$ cat src/verilog/pixel_unpack_pkg.sv
// Package: constants, types and the pixel format table of the receive pixel unpacker
package pixel_unpack_pkg;

   // ------------------------------------------------------------
   // Register map and reset values
   // ------------------------------------------------------------
   localparam logic [11:0] ADDR_FORMAT = 12'h000;
   localparam logic [11:0] ADDR_CLK_SETTLE = 12'h004;
   localparam logic [11:0] ADDR_DATA_SETTLE = 12'h008;
   localparam logic [11:0] ADDR_STATUS = 12'h00C;
   localparam logic [5:0] FORMAT_RESET = 6'h2A;
   localparam logic [11:0] CLK_SETTLE_RESET = 12'h0C8;
   localparam logic [11:0] DATA_SETTLE_RESET = 12'h091;

   // ------------------------------------------------------------
   // Timing, in nanoseconds
   // ------------------------------------------------------------
   localparam logic [11:0] CLK_PERIOD_NS = 12'h00A;
   localparam logic [11:0] SETTLE_MIN_NS = 12'h028;
   localparam logic [11:0] SETTLE_MAX_NS = 12'hA1E;

   // ------------------------------------------------------------
   // Low-power line states, {p, n}
   // ------------------------------------------------------------
   localparam logic [1:0] LP_11 = 2'h3;
   localparam logic [1:0] LP_01 = 2'h1;
   localparam logic [1:0] LP_00 = 2'h0;

   // ------------------------------------------------------------
   // Status register field positions
   // ------------------------------------------------------------
   localparam int STAT_SUPPORTED = 0;
   localparam int STAT_CLK_HS = 1;
   localparam int STAT_DATA_HS = 2;
   localparam int STAT_EVEN_LINE = 3;
   localparam int STAT_OVERFLOW = 4;
   localparam int STAT_COUNT_LSB = 16;

   typedef enum logic [2:0] {
      lane_stop, lane_request, lane_settle, lane_hs
   } lane_state_t;

   typedef struct packed {
      logic link_clk;
      logic hs_data;
      logic [1:0] clk_lp;
      logic [1:0] dat_lp;
   } lane_pins_t;

   typedef struct packed {
      logic valid;
      logic hsync;
      logic even_line;
      logic [3:0] pixels;
      logic [63:0] data;
   } pixel_bus_t;

   typedef struct packed {
      logic supported;
      logic [6:0] word_bits;
      logic [3:0] pixels;
      logic [12:0] max_line;
   } fmt_info_t;

   // Format code to bus layout; even lines of 4:2:0 carry fewer pixels
   function automatic fmt_info_t fmt_lookup(input logic [5:0] code, input logic even);
      fmt_info_t f;
      f = '{1'b1, 7'h40, 4'h8, 13'h1680};
      unique casez (code)
         6'h20: f = '{1'b1, 7'h30, 4'h4, 13'h0B40};
         6'h21: f = '{1'b1, 7'h3C, 4'h4, 13'h0B40};
         6'h22: f = '{1'b1, 7'h40, 4'h4, 13'h0B40};
         6'h23: f = '{1'b1, 7'h36, 4'h3, 13'h09FC};
         6'h24: f = '{1'b1, 7'h30, 4'h2, 13'h0780};
         6'h28: f = '{1'b1, 7'h30, 4'h8, 13'h1E00};
         6'h29: f = '{1'b1, 7'h38, 4'h8, 13'h19B0};
         6'h2A: f = '{1'b1, 7'h40, 4'h8, 13'h1680};
         6'h2B: f = '{1'b1, 7'h28, 4'h4, 13'h1200};
         6'h2C: f = '{1'b1, 7'h30, 4'h4, 13'h0F00};
         6'h2D: f = '{1'b1, 7'h38, 4'h4, 13'h0CD8};
         6'h18, 6'h1C: f = '{1'b1, 7'h40, even ? 4'h4 : 4'h8, 13'h0B40};
         6'h19, 6'h1D: f = '{1'b1, 7'h28, even ? 4'h2 : 4'h4, 13'h0900};
         6'h1A: f = '{1'b1, 7'h30, 4'h4, 13'h0F00};
         6'h1E: f = '{1'b1, 7'h40, 4'h4, 13'h0B40};
         6'h1F: f = '{1'b1, 7'h28, 4'h2, 13'h0900};
         6'b110???: f = '{1'b1, 7'h40, 4'h8, 13'h1680};
         default: f = '{1'b0, 7'h40, 4'h8, 13'h0000};
      endcase
      return f;
   endfunction

endpackage

$ cat src/verilog/pixel_unpack.sv
// Receive pixel unpacker: lane entry sequencing, settle timers, format packing, APB registers
`timescale 1ns/1ps

module pixel_unpack (
   input wire logic pclk,
   input wire logic presetn,
   input wire logic psel,
   input wire logic penable,
   input wire logic pwrite,
   input wire logic [11:0] paddr,
   input wire logic [31:0] pwdata,
   output logic [31:0] prdata,
   output logic pready,
   output logic pslverr,
   input wire pixel_unpack_pkg::lane_pins_t lane_pins,
   output pixel_unpack_pkg::pixel_bus_t pixel_out
);

   // ------------------------------------------------------------
   // Pin synchronisers
   // ------------------------------------------------------------
   // Stage one feeds stage two only; stage three exists for link clock edge finding
   pixel_unpack_pkg::lane_pins_t sync1;
   pixel_unpack_pkg::lane_pins_t pins;
   logic link_clk_prev;
   logic link_rise;

   always_ff @(posedge pclk or negedge presetn) begin
      if (!presetn) begin
         sync1 <= '{1'b0, 1'b0, 2'h3, 2'h3};
         pins <= '{1'b0, 1'b0, 2'h3, 2'h3};
         link_clk_prev <= 1'b0;
      end else begin
         sync1 <= lane_pins;
         pins <= sync1;
         link_clk_prev <= pins.link_clk;
      end
   end

   assign link_rise = pins.link_clk & ~link_clk_prev;

   // ------------------------------------------------------------
   // Register file
   // ------------------------------------------------------------
   logic [5:0] format_code;
   logic [11:0] clk_settle_ns;
   logic [11:0] data_settle_ns;
   logic [5:0] next_format_code;
   logic [11:0] next_clk_settle_ns;
   logic [11:0] next_data_settle_ns;
   logic [31:0] next_prdata;
   logic next_pready;
   logic next_pslverr;
   logic [31:0] status_word;
   logic mapped;
   logic commit;

   // Clamp written settle times into the supported range
   function automatic logic [11:0] clamp_settle(input logic [31:0] v);
      logic [11:0] r;
      r = v[11:0];
      if (v > {20'h00000, pixel_unpack_pkg::SETTLE_MAX_NS}) begin
         r = pixel_unpack_pkg::SETTLE_MAX_NS;
      end else if (v < {20'h00000, pixel_unpack_pkg::SETTLE_MIN_NS}) begin
         r = pixel_unpack_pkg::SETTLE_MIN_NS;
      end
      return r;
   endfunction

   always_comb begin
      next_format_code = format_code;
      next_clk_settle_ns = clk_settle_ns;
      next_data_settle_ns = data_settle_ns;
      next_prdata = 32'h00000000;
      next_pready = psel & ~penable;
      next_pslverr = 1'b0;
      mapped = 1'b1;
      unique case (paddr)
         pixel_unpack_pkg::ADDR_FORMAT: next_prdata = {26'h0000000, format_code};
         pixel_unpack_pkg::ADDR_CLK_SETTLE: next_prdata = {20'h00000, clk_settle_ns};
         pixel_unpack_pkg::ADDR_DATA_SETTLE: next_prdata = {20'h00000, data_settle_ns};
         pixel_unpack_pkg::ADDR_STATUS: next_prdata = status_word;
         default: mapped = 1'b0;
      endcase
      // Answer is prepared in the setup cycle; zero wait states
      next_pslverr = psel & ~penable & ~mapped;
      // Read data only for reads, so a write access never shows register contents
      if (!(psel & ~penable & ~pwrite)) begin
         next_prdata = 32'h00000000;
      end
      commit = psel & penable & pready & pwrite & ~pslverr;
      if (commit) begin
         unique case (paddr)
            pixel_unpack_pkg::ADDR_FORMAT: next_format_code = pwdata[5:0];
            pixel_unpack_pkg::ADDR_CLK_SETTLE: next_clk_settle_ns = clamp_settle(pwdata);
            pixel_unpack_pkg::ADDR_DATA_SETTLE: next_data_settle_ns = clamp_settle(pwdata);
            default: next_format_code = format_code;
         endcase
      end
   end

   always_ff @(posedge pclk or negedge presetn) begin
      if (!presetn) begin
         format_code <= pixel_unpack_pkg::FORMAT_RESET;
         clk_settle_ns <= pixel_unpack_pkg::CLK_SETTLE_RESET;
         data_settle_ns <= pixel_unpack_pkg::DATA_SETTLE_RESET;
         prdata <= 32'h00000000;
         pready <= 1'b0;
         pslverr <= 1'b0;
      end else begin
         format_code <= next_format_code;
         clk_settle_ns <= next_clk_settle_ns;
         data_settle_ns <= next_data_settle_ns;
         prdata <= next_prdata;
         pready <= next_pready;
         pslverr <= next_pslverr;
      end
   end

   // ------------------------------------------------------------
   // Lane state machines, index 0 clock lane, index 1 data lane
   // ------------------------------------------------------------
   pixel_unpack_pkg::lane_state_t lane_state [2];
   logic [1:0] lane_hs;

   genvar g;
   generate
      for (g = 0; g < 2; g++) begin : gen_lane
         pixel_unpack_pkg::lane_state_t next_state;
         logic [11:0] elapsed_ns;
         logic [11:0] next_elapsed_ns;
         logic [1:0] lp;
         logic [11:0] settle_ns;

         assign lp = (g == 0) ? pins.clk_lp : pins.dat_lp;
         assign settle_ns = (g == 0) ? clk_settle_ns : data_settle_ns;

         always_comb begin
            next_state = lane_state[g];
            next_elapsed_ns = elapsed_ns;
            unique case (lane_state[g])
               pixel_unpack_pkg::lane_stop: begin
                  if (lp == pixel_unpack_pkg::LP_01) begin
                     next_state = pixel_unpack_pkg::lane_request;
                  end
               end
               pixel_unpack_pkg::lane_request: begin
                  // Settle time runs from the start of the prepare state
                  if (lp == pixel_unpack_pkg::LP_00) begin
                     next_state = pixel_unpack_pkg::lane_settle;
                     next_elapsed_ns = 12'h000;
                  end else if (lp != pixel_unpack_pkg::LP_01) begin
                     next_state = pixel_unpack_pkg::lane_stop;
                  end
               end
               pixel_unpack_pkg::lane_settle: begin
                  // Prepare and zero periods are the transmitter's; we only wait
                  if (lp == pixel_unpack_pkg::LP_11) begin
                     next_state = pixel_unpack_pkg::lane_stop;
                  end else if (elapsed_ns >= settle_ns) begin
                     next_state = pixel_unpack_pkg::lane_hs;
                  end else begin
                     next_elapsed_ns = elapsed_ns + pixel_unpack_pkg::CLK_PERIOD_NS;
                  end
               end
               pixel_unpack_pkg::lane_hs: begin
                  if (lp == pixel_unpack_pkg::LP_11) begin
                     next_state = pixel_unpack_pkg::lane_stop;
                  end
               end
               default: next_state = pixel_unpack_pkg::lane_stop;
            endcase
         end

         always_ff @(posedge pclk or negedge presetn) begin
            if (!presetn) begin
               lane_state[g] <= pixel_unpack_pkg::lane_stop;
               elapsed_ns <= 12'h000;
            end else begin
               lane_state[g] <= next_state;
               elapsed_ns <= next_elapsed_ns;
            end
         end

         assign lane_hs[g] = (lane_state[g] == pixel_unpack_pkg::lane_hs);
      end
   endgenerate

   // ------------------------------------------------------------
   // Pixel packing
   // ------------------------------------------------------------
   logic [5:0] active_code;
   logic [5:0] next_active_code;
   logic [63:0] shift;
   logic [63:0] next_shift;
   logic [6:0] bit_count;
   logic [6:0] next_bit_count;
   logic [12:0] pix_count;
   logic [12:0] next_pix_count;
   logic even_line;
   logic next_even_line;
   logic overflow;
   logic next_overflow;
   pixel_unpack_pkg::pixel_bus_t next_out;
   pixel_unpack_pkg::fmt_info_t fmt;
   logic [63:0] word_mask;
   logic [13:0] pix_after;
   logic sample;

   always_comb begin
      fmt = pixel_unpack_pkg::fmt_lookup(active_code, even_line);
      word_mask = (fmt.word_bits == 7'h40) ? 64'hFFFFFFFFFFFFFFFF :
         ((64'h0000000000000001 << fmt.word_bits[5:0]) - 64'h0000000000000001);
      pix_after = {1'b0, pix_count} + {10'h000, fmt.pixels};
      // Bits are taken only with both lanes in high speed; the clock lane leads the data lane
      sample = link_rise & lane_hs[0] & lane_hs[1];
      next_active_code = active_code;
      next_shift = shift;
      next_bit_count = bit_count;
      next_pix_count = pix_count;
      next_even_line = even_line;
      next_overflow = overflow;
      next_out = pixel_out;
      next_out.valid = 1'b0;
      next_out.hsync = lane_hs[1];
      next_out.even_line = even_line;
      next_out.pixels = fmt.pixels;
      // Cleared at line start before any set below, so an overflow in that cycle wins
      if (lane_hs[1] && !pixel_out.hsync) begin
         next_overflow = 1'b0;
      end
      if (!pixel_out.hsync) begin
         next_active_code = format_code;
      end
      if (!lane_hs[1]) begin
         // Partial words at line end are discarded
         next_bit_count = 7'h00;
         next_pix_count = 13'h0000;
         next_shift = 64'h0000000000000000;
         if (pixel_out.hsync) begin
            next_even_line = ~even_line;
         end
      end else if (sample) begin
         next_shift = {shift[62:0], pins.hs_data};
         if (bit_count + 7'h01 >= fmt.word_bits) begin
            next_bit_count = 7'h00;
            if (!pix_after[13] && pix_after[12:0] <= fmt.max_line) begin
               next_pix_count = pix_after[12:0];
               next_out.data = next_shift & word_mask;
               next_out.valid = fmt.supported;
            end else begin
               next_overflow = 1'b1;
            end
         end else begin
            next_bit_count = bit_count + 7'h01;
         end
      end
   end

   // Formats covered by the table lookup above

   always_ff @(posedge pclk or negedge presetn) begin
      if (!presetn) begin
         active_code <= pixel_unpack_pkg::FORMAT_RESET;
         shift <= 64'h0000000000000000;
         bit_count <= 7'h00;
         pix_count <= 13'h0000;
         even_line <= 1'b0;
         overflow <= 1'b0;
         pixel_out <= '0;
      end else begin
         active_code <= next_active_code;
         shift <= next_shift;
         bit_count <= next_bit_count;
         pix_count <= next_pix_count;
         even_line <= next_even_line;
         overflow <= next_overflow;
         pixel_out <= next_out;
      end
   end

   // ------------------------------------------------------------
   // Status word
   // ------------------------------------------------------------
   always_comb begin
      status_word = 32'h00000000;
      status_word[pixel_unpack_pkg::STAT_SUPPORTED] = fmt.supported;
      status_word[pixel_unpack_pkg::STAT_CLK_HS] = lane_hs[0];
      status_word[pixel_unpack_pkg::STAT_DATA_HS] = lane_hs[1];
      status_word[pixel_unpack_pkg::STAT_EVEN_LINE] = even_line;
      status_word[pixel_unpack_pkg::STAT_OVERFLOW] = overflow;
      status_word[pixel_unpack_pkg::STAT_COUNT_LSB +: 13] = pix_count;
   end

endmodule

$ cat config.mk
export PLATFORM = sky130hd
export DESIGN_NAME = pixel_unpack
export DESIGN_NICKNAME = d
export VERILOG_FILES = /design/src/verilog/pixel_unpack_pkg.sv /design/src/verilog/pixel_unpack.sv
export SDC_FILE = /design/constraint.sdc
export NUM_CORES = 1
export LEC_CHECK = 0
export BUFFER_PORTS_ARGS = -buffer_cell sky130_fd_sc_hd__clkbuf_2
export CAP_MARGIN = 10
export CORE_MARGIN = 8
export CORE_UTILIZATION = 40
export CTS_BUF_LIST = sky130_fd_sc_hd__clkbuf_8
export DETAILED_ROUTE_END_ITERATION = 16
export PLACE_DENSITY = 0.69
export SLEW_MARGIN = 20
export SYNTH_ARGS = -nofsm -noshare
export SYNTH_HDL_FRONTEND = slang
export SYNTH_SLANG_ARGS = --single-unit
export TNS_END_PERCENT = 1
$ cat constraint.sdc
create_clock -name pclk -period 5.33 [get_ports pclk]
set_clock_uncertainty 0.05 [all_clocks]
set_input_delay 0.533 -clock pclk [delete_from_list [all_inputs] [get_ports pclk]]
set_output_delay 0.533 -clock pclk [all_outputs]
set_load 0.01 [all_outputs]
# ---- After elaboration in Yosys (flattened, before gate mapping)
# Index checks and enable logic that the tools add are counted.
dict set report classes {
  magnitude_cmp 6
  reduce_logical 27
  shifts 1
  n_mul 0
  div 0
  n_mux 49
  n_eq_ne 52
  add_sub_neg 5
  n_bitwise 18
}
# op count
set ops {}
lappend ops {{case mux 25 bit (14 select lines)} 1}
lappend ops {{2-to-1 mux 63 bit} 2}
lappend ops {{case mux 29 bit (4 select lines)} 1}
lappend ops {{2-to-1 mux 12 bit} 8}
lappend ops {{== test 6 bit (second input constant)} 11}
lappend ops {{bitwise AND 64 bit} 1}
lappend ops {{2-to-1 mux 64 bit} 1}
lappend ops {{<< shifter 1 x 6 -> 64 bit (first input constant)} 1}
lappend ops {{subtractor 64 x 1 -> 64 bit (second input constant)} 1}
lappend ops {{2-to-1 mux 13 bit} 4}
lappend ops {{case mux 12 bit (2 select lines)} 2}
lappend ops {{== test 6 x 5 -> 1 bit (second input constant)} 7}
lappend ops {{2-to-1 mux 3 bit} 13}
lappend ops {{> comparator 32 x 12 -> 1 bit (second input constant)} 1}
lappend ops {{< comparator 32 x 6 -> 1 bit (second input constant)} 1}
lappend ops {{2-to-1 mux 32 bit} 1}
lappend ops {{adder 12 x 4 -> 12 bit (second input constant)} 2}
lappend ops {{== test 12 x 4 -> 1 bit (second input constant)} 2}
lappend ops {{greater-or-equal comparator 12 bit} 2}
lappend ops {{case mux 3 bit (4 select lines)} 2}
lappend ops {{2-to-1 mux 7 bit} 3}
lappend ops {{AND reduction 4 bit} 5}
lappend ops {{!= test 2 bit (second input constant)} 8}
lappend ops {{adder 13 x 4 -> 14 bit} 1}
lappend ops {{other kinds (26)} 77}
dict set report totals {
  register_bits 269
  mem_count 0
  latch_bits 0
  mem_bits_rw 0
  mem_bits_ro 0
}

# ---- Longest topological paths before layout
# Gate-level depths: netlist of run 1.
dict set report depth {
  ltp_word 10
  ltp_mapped 22
}

# ---- Worst setup path before layout of run 1
# No wires, ideal clock.
dict set report synth_timing {
  path_kind {reg2reg}
  from {register active_code[1]}
  to {register pixel_out[0] in the netlist's numbering}
  path_slack_ns 0.589
  arrival_time_ns 4.566
  required_ns 5.155
  path_stages_with_launch 19
  setup_ns 0.125
  path_cell_list {dfstp_2 -> buf_2 -> clkbuf_1 -> o32ai_1 -> a22o_1 -> fa_1 -> a21o_1 -> a21oi_1 -> nor2_1 -> and3_1 -> xor2_1 -> ha_1 -> a21oi_1 -> nor2b_1 -> a2111oi_1 -> a221oi_2 -> nor3_4 -> buf_6 -> mux2_4}
}
# element line_no
set synth_lines {}
lappend synth_lines {{start: declaration} pixel_unpack.sv:192} ;# logic [5:0] active_code;
lappend synth_lines {{start signal: assignment} pixel_unpack.sv:264} ;# active_code <= pixel_unpack_pkg::FORMAT_RESET;
lappend synth_lines {{start signal: assignment} pixel_unpack.sv:272} ;# active_code <= next_active_code;
lappend synth_lines {{end signal: assignment} pixel_unpack.sv:278} ;# pixel_out <= next_out;
lappend synth_lines {{end: declaration} pixel_unpack.sv:16} ;# output pixel_unpack_pkg::pixel_bus_t pixel_out

==> out/qor.csv, run 1 <==
metric,value,unit
intPower,3.199,mW
yosysUniqueCellTypes,71,
clock-sinks,258,
maxCapViolCount,0,
dieArea,37790,µm²
synth_compound_area_share,15.81,%
grt_max_degree,104,
syn_area_per_cell,9.800,µm²
p_per_area,291.7,nW/µm²
path_clk_slew,50,ps
worstSetupPathType,register to register,
fillerInstances,2963,
syn_area,12730,µm²
ys_seq_elements,258,
synth-xor-area-share,1.720,%
pwr-share-clk,42.9,%
hold_violations,0,
first_global_vias,10316,
layout.cells.non_filler,1894,
die_height,194.4,µm
yosysWarnings,0,
wl_met1,14660,µm
relSlewSlack,41.57,%
switchingPower,1.164,mW
power_frac_seq,47.5,%
port_buffers,152,
nNetsFinal,1558,
cp.depth,19,
status,"complete, no violations",
drc_errors,0,
cp.arrival,5330,ps
wl_per_cell,17.03,µm
post-route-min-period,4954,ps
syn2layout_area_growth,17.51,%
grt_usage,17.06,%
cts-htree-levels,2,
worstPathMaxFanout,28,
dp.cells,1802,
r2r-start,active_code[1],
drtAntennaViolNets,0,
drv_slew,0,
cp_cell_sequence,nand2b_1 -> nor2_2 -> o211a_1 -> nor3_1 -> nand2_1 -> ha_1 -> o21a_1 -> a21oi_2 -> nand2b_1 -> xnor2_1 -> ha_1 -> o21ai_0 -> a21oi_1 -> o41ai_1 -> a221oi_4 -> buf_4 -> buf_4 -> o31ai_1 -> o21ai_0,
setup_violations,0,
setup_ws,376.2,ps
cp-end-kind,register,
dp_slack,210.6,ps
gr-total-overflow,0,
initial_utilization,40.45,%
synth_top_family_by_area,simple AND/OR/NAND/NOR gates,
start_kind,register,
ys_top_cells_by_area,"dfrtp_1 47%, nand2_1 6.9%, ha_1 4.6%",
cts_tree,built,
worstPathRequired,5700,ps
drt-vias-per-instance,5.370,
rsz0062_at_grt,no,
wl_met2,15230,µm
synth_fa_ha_area_share,4.777,%
mostFrequentLayoutCells,"238 x dfrtp_1, 232 x nand2_1, 151 x clkbuf_2, 103 x a21oi_1, 98 x o21ai_0",
reg2reg_to,pixel_out[27],
cpMaxStageDelayCell,o41ai_1,
yosys.area_share.simple,16.66,%
yosys.area.top_type,dfrtp_1,
hp-start,lane_pins[5],
routed_wl,32260,µm
fp.dieW,194.4,µm
p_leak,6.727,nW
synthArstFlopShare,100.0,%
synthFlopType,dfrtp_1,
cp.buffers_inverters,2,
worstSetupStartpoint,active_code[1],
final_common_cell,dfrtp_1,
top_layer_used,met4,
vias,10170,
clock.fmax,0.2019,GHz
drive_gt1_share,21.86,%
rows,65,
coreArea,31470,µm²
hold_path_depth,1,
netlist_instances,1299,
r2r_slack,380,ps
ff2ff_path_depth,19,
dp_hpwl,22380,µm
hold_path_class,input pin to register,
cts_buffer_depth,3,
crit_family,compound AO/OA/AOI/OAI gates,
place.gp.congestion,0.9407,
insertion_delay,570,ps
drtPass1Iterations,5,
grt_pass1_wl,53990,µm
ys_seq_area_share,50.91,%
synth-edff-count,0,
fin_crit_sh,92.94,%
yosys.area.top_type_share,46.79,%
antenna_found_initial,0,
wl_met3,1705,µm
tightest_slew,876.5,ps
whs_endpoint,sync1[5],
io-pin-count,160,
setup_tns,0,ps
cts_root_buf,clkbuf_8,
cts_buffers,45,
swShare,26.68,%
crit_path_max_incr_delay,560,ps
first_iter_violations,740,
p_comb_share,9.5,%
vdd_drop_max,145.1,µV
muxShareOfSynthArea,5.897,%
cell usage after synthesis, types with 21 or more instances:
master / n
a21oi_1: 105
clkbuf_1: 62
dfrtp_1: 238
ha_1: 47
inv_1: 44
mux2_4: 26
nand2_1: 233
nand2b_1: 21
nand3_1: 32
nor2_1: 54
o21ai_0: 98
o31ai_1: 40
what timing repair did:
action	in CTS	in global routing
hold endpoints to repair	88	0
buffers inserted	0	2
hold buffers	6	0
resized for setup	0	7
setup endpoints to repair	0	61
power by group through the flow:
| stage | registers, mW | logic, mW | clock network [mW] |
|---|---|---|---|
| final | 2.07 | 0.416 | 1.87 |
| after global routing | 2.08 | 0.472 | 2.03 |
| after CTS | 2.08 | 0.419 | 1.94 |
| after detailed placement | 2.11 | 0.414 | 0 |
| after global placement | 2.11 | 0.403 | 0 |
| after floorplan | 2.08 | 0.271 | 0 |
how the worst max path moves through the flow:
stage / to / slack (ps)
floorplan: pixel_out[0] / 590
global placement: pixel_out[55] / 290
detailed placement: pixel_out[20] / 210
CTS: pixel_out[20] / 200
global route: pixel_out[51] / 40
finish: pixel_out[27] / 380
flip-flops by register name (all words and copies together) (netlist names):
name	count
pixel_out	71
shift	63
prdata	25
gen_lane.elapsed_ns	22
pix_count	13
clk_settle_ns	12
data_settle_ns	12
bit_count	7
active_code	6
format_code	6
sync1	6
gen_lane.lp	4
lane_state	4
pins	2
even_line	1
link_clk_prev	1
overflow	1
pready	1
pslverr	1
per-layer routing:
metal | vias to the layer above | global-route usage (%)
li1 | 4885 | -
met1 | 4959 | 22.58
met2 | 279 | 27.89
met3 | 47 | 3.489
met4 | 0 | 5.120
met5 | - | 0
layout make-up:
class,count,area [µm²],share of cell area (%)
sequential,258,6489,43.38
inverter,45,168.9,1.129
clock inverter,30,220.2,1.472
clock buffer,53,729.5,4.876
timing repair buffer,184,1051,7.026
tap,402,503.0,3.362
multi-input combinational,921,5796,38.74
antenna,1,2.502,0.01673
through the flow:
step	hold WS, ps	total power [mW]	cell area [µm²]	utilization, %
2_1_floorplan	187.4	2.350	12750	-
3_3_place_gp	284.2	2.511	13890	44.15
4_1_cts	1.617	4.435	14910	47.38
5_1_grt	19.52	4.583	14960	47.52
3_5_place_dp	285.8	2.524	13900	44.17
6_report	44.15	4.364	14960	47.53
cells by family after synthesis:
logic type | count (synthesis)
and+or+nand+nor | 455
AOI/OAI and AO/OA | 330
DFF | 258
buffers and inverters | 126
muxes | 55
adders and majority gates | 48
xor gates and xnor gates | 25
other | 2
(Power assumes the default switching activity.)
==> inputs of run 2 (changes only) <==
--- a/config.mk
+++ b/config.mk
@@ -16,4 +16,3 @@
 export SYNTH_ARGS = -nofsm -noshare
 export SYNTH_HDL_FRONTEND = slang
 export SYNTH_SLANG_ARGS = --single-unit
-export TNS_END_PERCENT = 1
==> constraint.sdc (replaced) <==
create_clock -name pclk -period 6.3 [get_ports pclk]
set_clock_uncertainty 0.05 [all_clocks]
set_input_delay 0.63 -clock pclk [delete_from_list [all_inputs] [get_ports pclk]]
set_output_delay 0.63 -clock pclk [all_outputs]
set_load 0.01 [all_outputs]
==> run 2 against run 1 <==
Against the previous run:
- register-to-register slack gained 370 ps
- clock power is 13% lower
- critical endpoint is now pix_count[4]
- maximum frequency is 11% lower
- total power decreased by 15%
- combinational power decreased by 16%
- sequential power down 15%
- design area decreased by 0.71%
==> out/qor.csv, run 2 (synthesis gave the netlist of run 1 again) <==
metric,value,unit
status,"complete, no violations",
setup_violations,0,
tightest_slew,928.9,ps
crit_path_max_incr_delay,720,ps
swShare,26.89,%
fp.dieW,194.4,µm
first_iter_violations,851,
worstPathMaxFanout,45,
r2r_slack,740,ps
die_height,194.4,µm
fillerInstances,2976,
ff2ff_path_depth,20,
cp_cell_sequence,nand2b_1 -> nor2_1 -> nor2_1 -> nand2_1 -> o21ai_0 -> o22ai_1 -> ha_1 -> a21o_1 -> a21oi_1 -> nor2_1 -> and3_1 -> xor2_1 -> ha_1 -> a21oi_1 -> nor2b_1 -> a2111oi_1 -> a221oi_4 -> buf_4 -> or4_1 -> a21oi_1,
coreArea,31470,µm²
r2r-start,active_code[1],
mostFrequentLayoutCells,"238 x dfrtp_1, 232 x nand2_1, 151 x clkbuf_2, 105 x a21oi_1, 98 x o21ai_0",
wl_per_cell,16.99,µm
clock-sinks,258,
first_global_vias,10409,
whs_endpoint,sync1[0],
io-pin-count,160,
gr-total-overflow,0,
dp_hpwl,21750,µm
final_common_cell,dfrtp_1,
start_kind,register,
cts-htree-levels,2,
dp.cells,1793,
switchingPower,1.001,mW
relSlewSlack,37.70,%
worstSetupPathType,register to register,
layout.cells.non_filler,1879,
hold_path_depth,1,
dieArea,37790,µm²
drtAntennaViolNets,0,
intPower,2.721,mW
drv_slew,0,
dp_slack,768.5,ps
hp-start,lane_pins[0],
vdd_drop_max,177.0,µV
post_cts_resize_count,0,
hold_violations,0,
power_frac_seq,47.1,%
antenna_found_initial,0,
cp-end-kind,register,
drc_errors,0,
grt_max_degree,132,
top_register,pixel_out,
syn2layout_area_growth,16.68,%
multi_input_area,5773,µm²
vias,10127,
cpMaxStageDelayCell,dfstp_2,
port_buffers,152,
cts_root_buf,clkbuf_8,
grt_pass1_wl,52940,µm
post-route-min-period,5557,ps
p_comb_share,9.4,%
antenna_cells,0,
nNetsFinal,1544,
cts_buffer_depth,3,
cts_tree,built,
largest_reg_flops,71,
rsz0062_at_grt,no,
drt-vias-per-instance,5.390,
regArea,6481,µm²
insertion_delay,580,ps
rows,65,
hold_path_class,input pin to register,
fin_crit_sh,88.20,%
place.gp.congestion,0.9182,
setup_ws,743.4,ps
pwr-share-clk,43.4,%
cts_buffers,46,
largestRegisters,"pixel_out x71, shift x63, prdata x25",
drive_gt1_share,21.39,%
setup_tns,0,ps
grt_usage,16.64,%
worstPathRequired,6740,ps
routed_wl,31930,µm
initial_utilization,40.45,%
clock.fmax,0.1800,GHz
drtPass1Iterations,5,
cp.arrival,6000,ps
p_leak,6.660,nW
maxCapViolCount,0,
p_per_area,250.6,nW/µm²
reg2reg_to,pix_count[4],
path_clk_slew,60,ps
==> run 2: power groups by stage <==
stage | Clock [mW] | Combinational (mW) | Sequential [mW]
global placement | 0 | 0.339 | 1.78
global route | 1.73 | 0.397 | 1.76
CTS | 1.66 | 0.351 | 1.76
floorplan | 0 | 0.230 | 1.76
finish | 1.62 | 0.351 | 1.75
detailed placement | 0 | 0.350 | 1.78
==> run 2: per-stage QoR <==
step	hold slack, ps	util, %	power [mW]	area, µm²
2_1_floorplan	281.2	-	1.988	12750
3_3_place_gp	282.8	43.93	2.122	13830
3_5_place_dp	286.2	43.96	2.134	13830
4_1_cts	67.57	47.07	3.768	14820
5_1_grt	79.76	47.19	3.890	14850
6_report	98.61	47.19	3.721	14850
==> run 2: final cells by class <==
type,count,area share (%)
clock buffer,61,5.652
clock inverter,23,0.9519
inverter,45,1.137
multi-input combinational,921,38.87
sequential,258,43.64
tap,402,3.386
timing repair buffer,169,6.368
==> run 2: worst max path at each step <==
stage                   start            to
3_5_place_dp   active_code[1]  pix_count[4]
4_1_cts        active_code[1]  pix_count[4]
3_3_place_gp   active_code[1]  pix_count[4]
6_report       active_code[1]  pix_count[4]
5_1_grt        active_code[1]  pix_count[4]
2_1_floorplan  active_code[1]  pixel_out[0]
==> run 2: per-layer routing <==
layer | global-route usage [%] | part of all wire [%] | vias up
met3 | 3.645 | 5.9 | 47
li1 | - | - | 4843
met2 | 27.14 | 46 | 281
met5 | 0 | 0 | -
met4 | 4.300 | 1.8 | 0
met1 | 22.22 | 46 | 4956
==> run 2: worst max-delay path, delay by kind of cell (launching register included) <==
family,cells,cell delay (ps)
buffers and inverters,1,330
XOR/XNOR,1,150
flip-flops,1,720
adder cells (fa/ha/maj),2,510
AO/OA/AOI/OAI,8,2080
AND/OR/NAND/NOR,8,1640
==> run 2: timing repair <==
item | CTS | global route
hold endpoints to repair | 0 | 26
hold buffers | 0 | 1
buffers inserted | 0 | 0
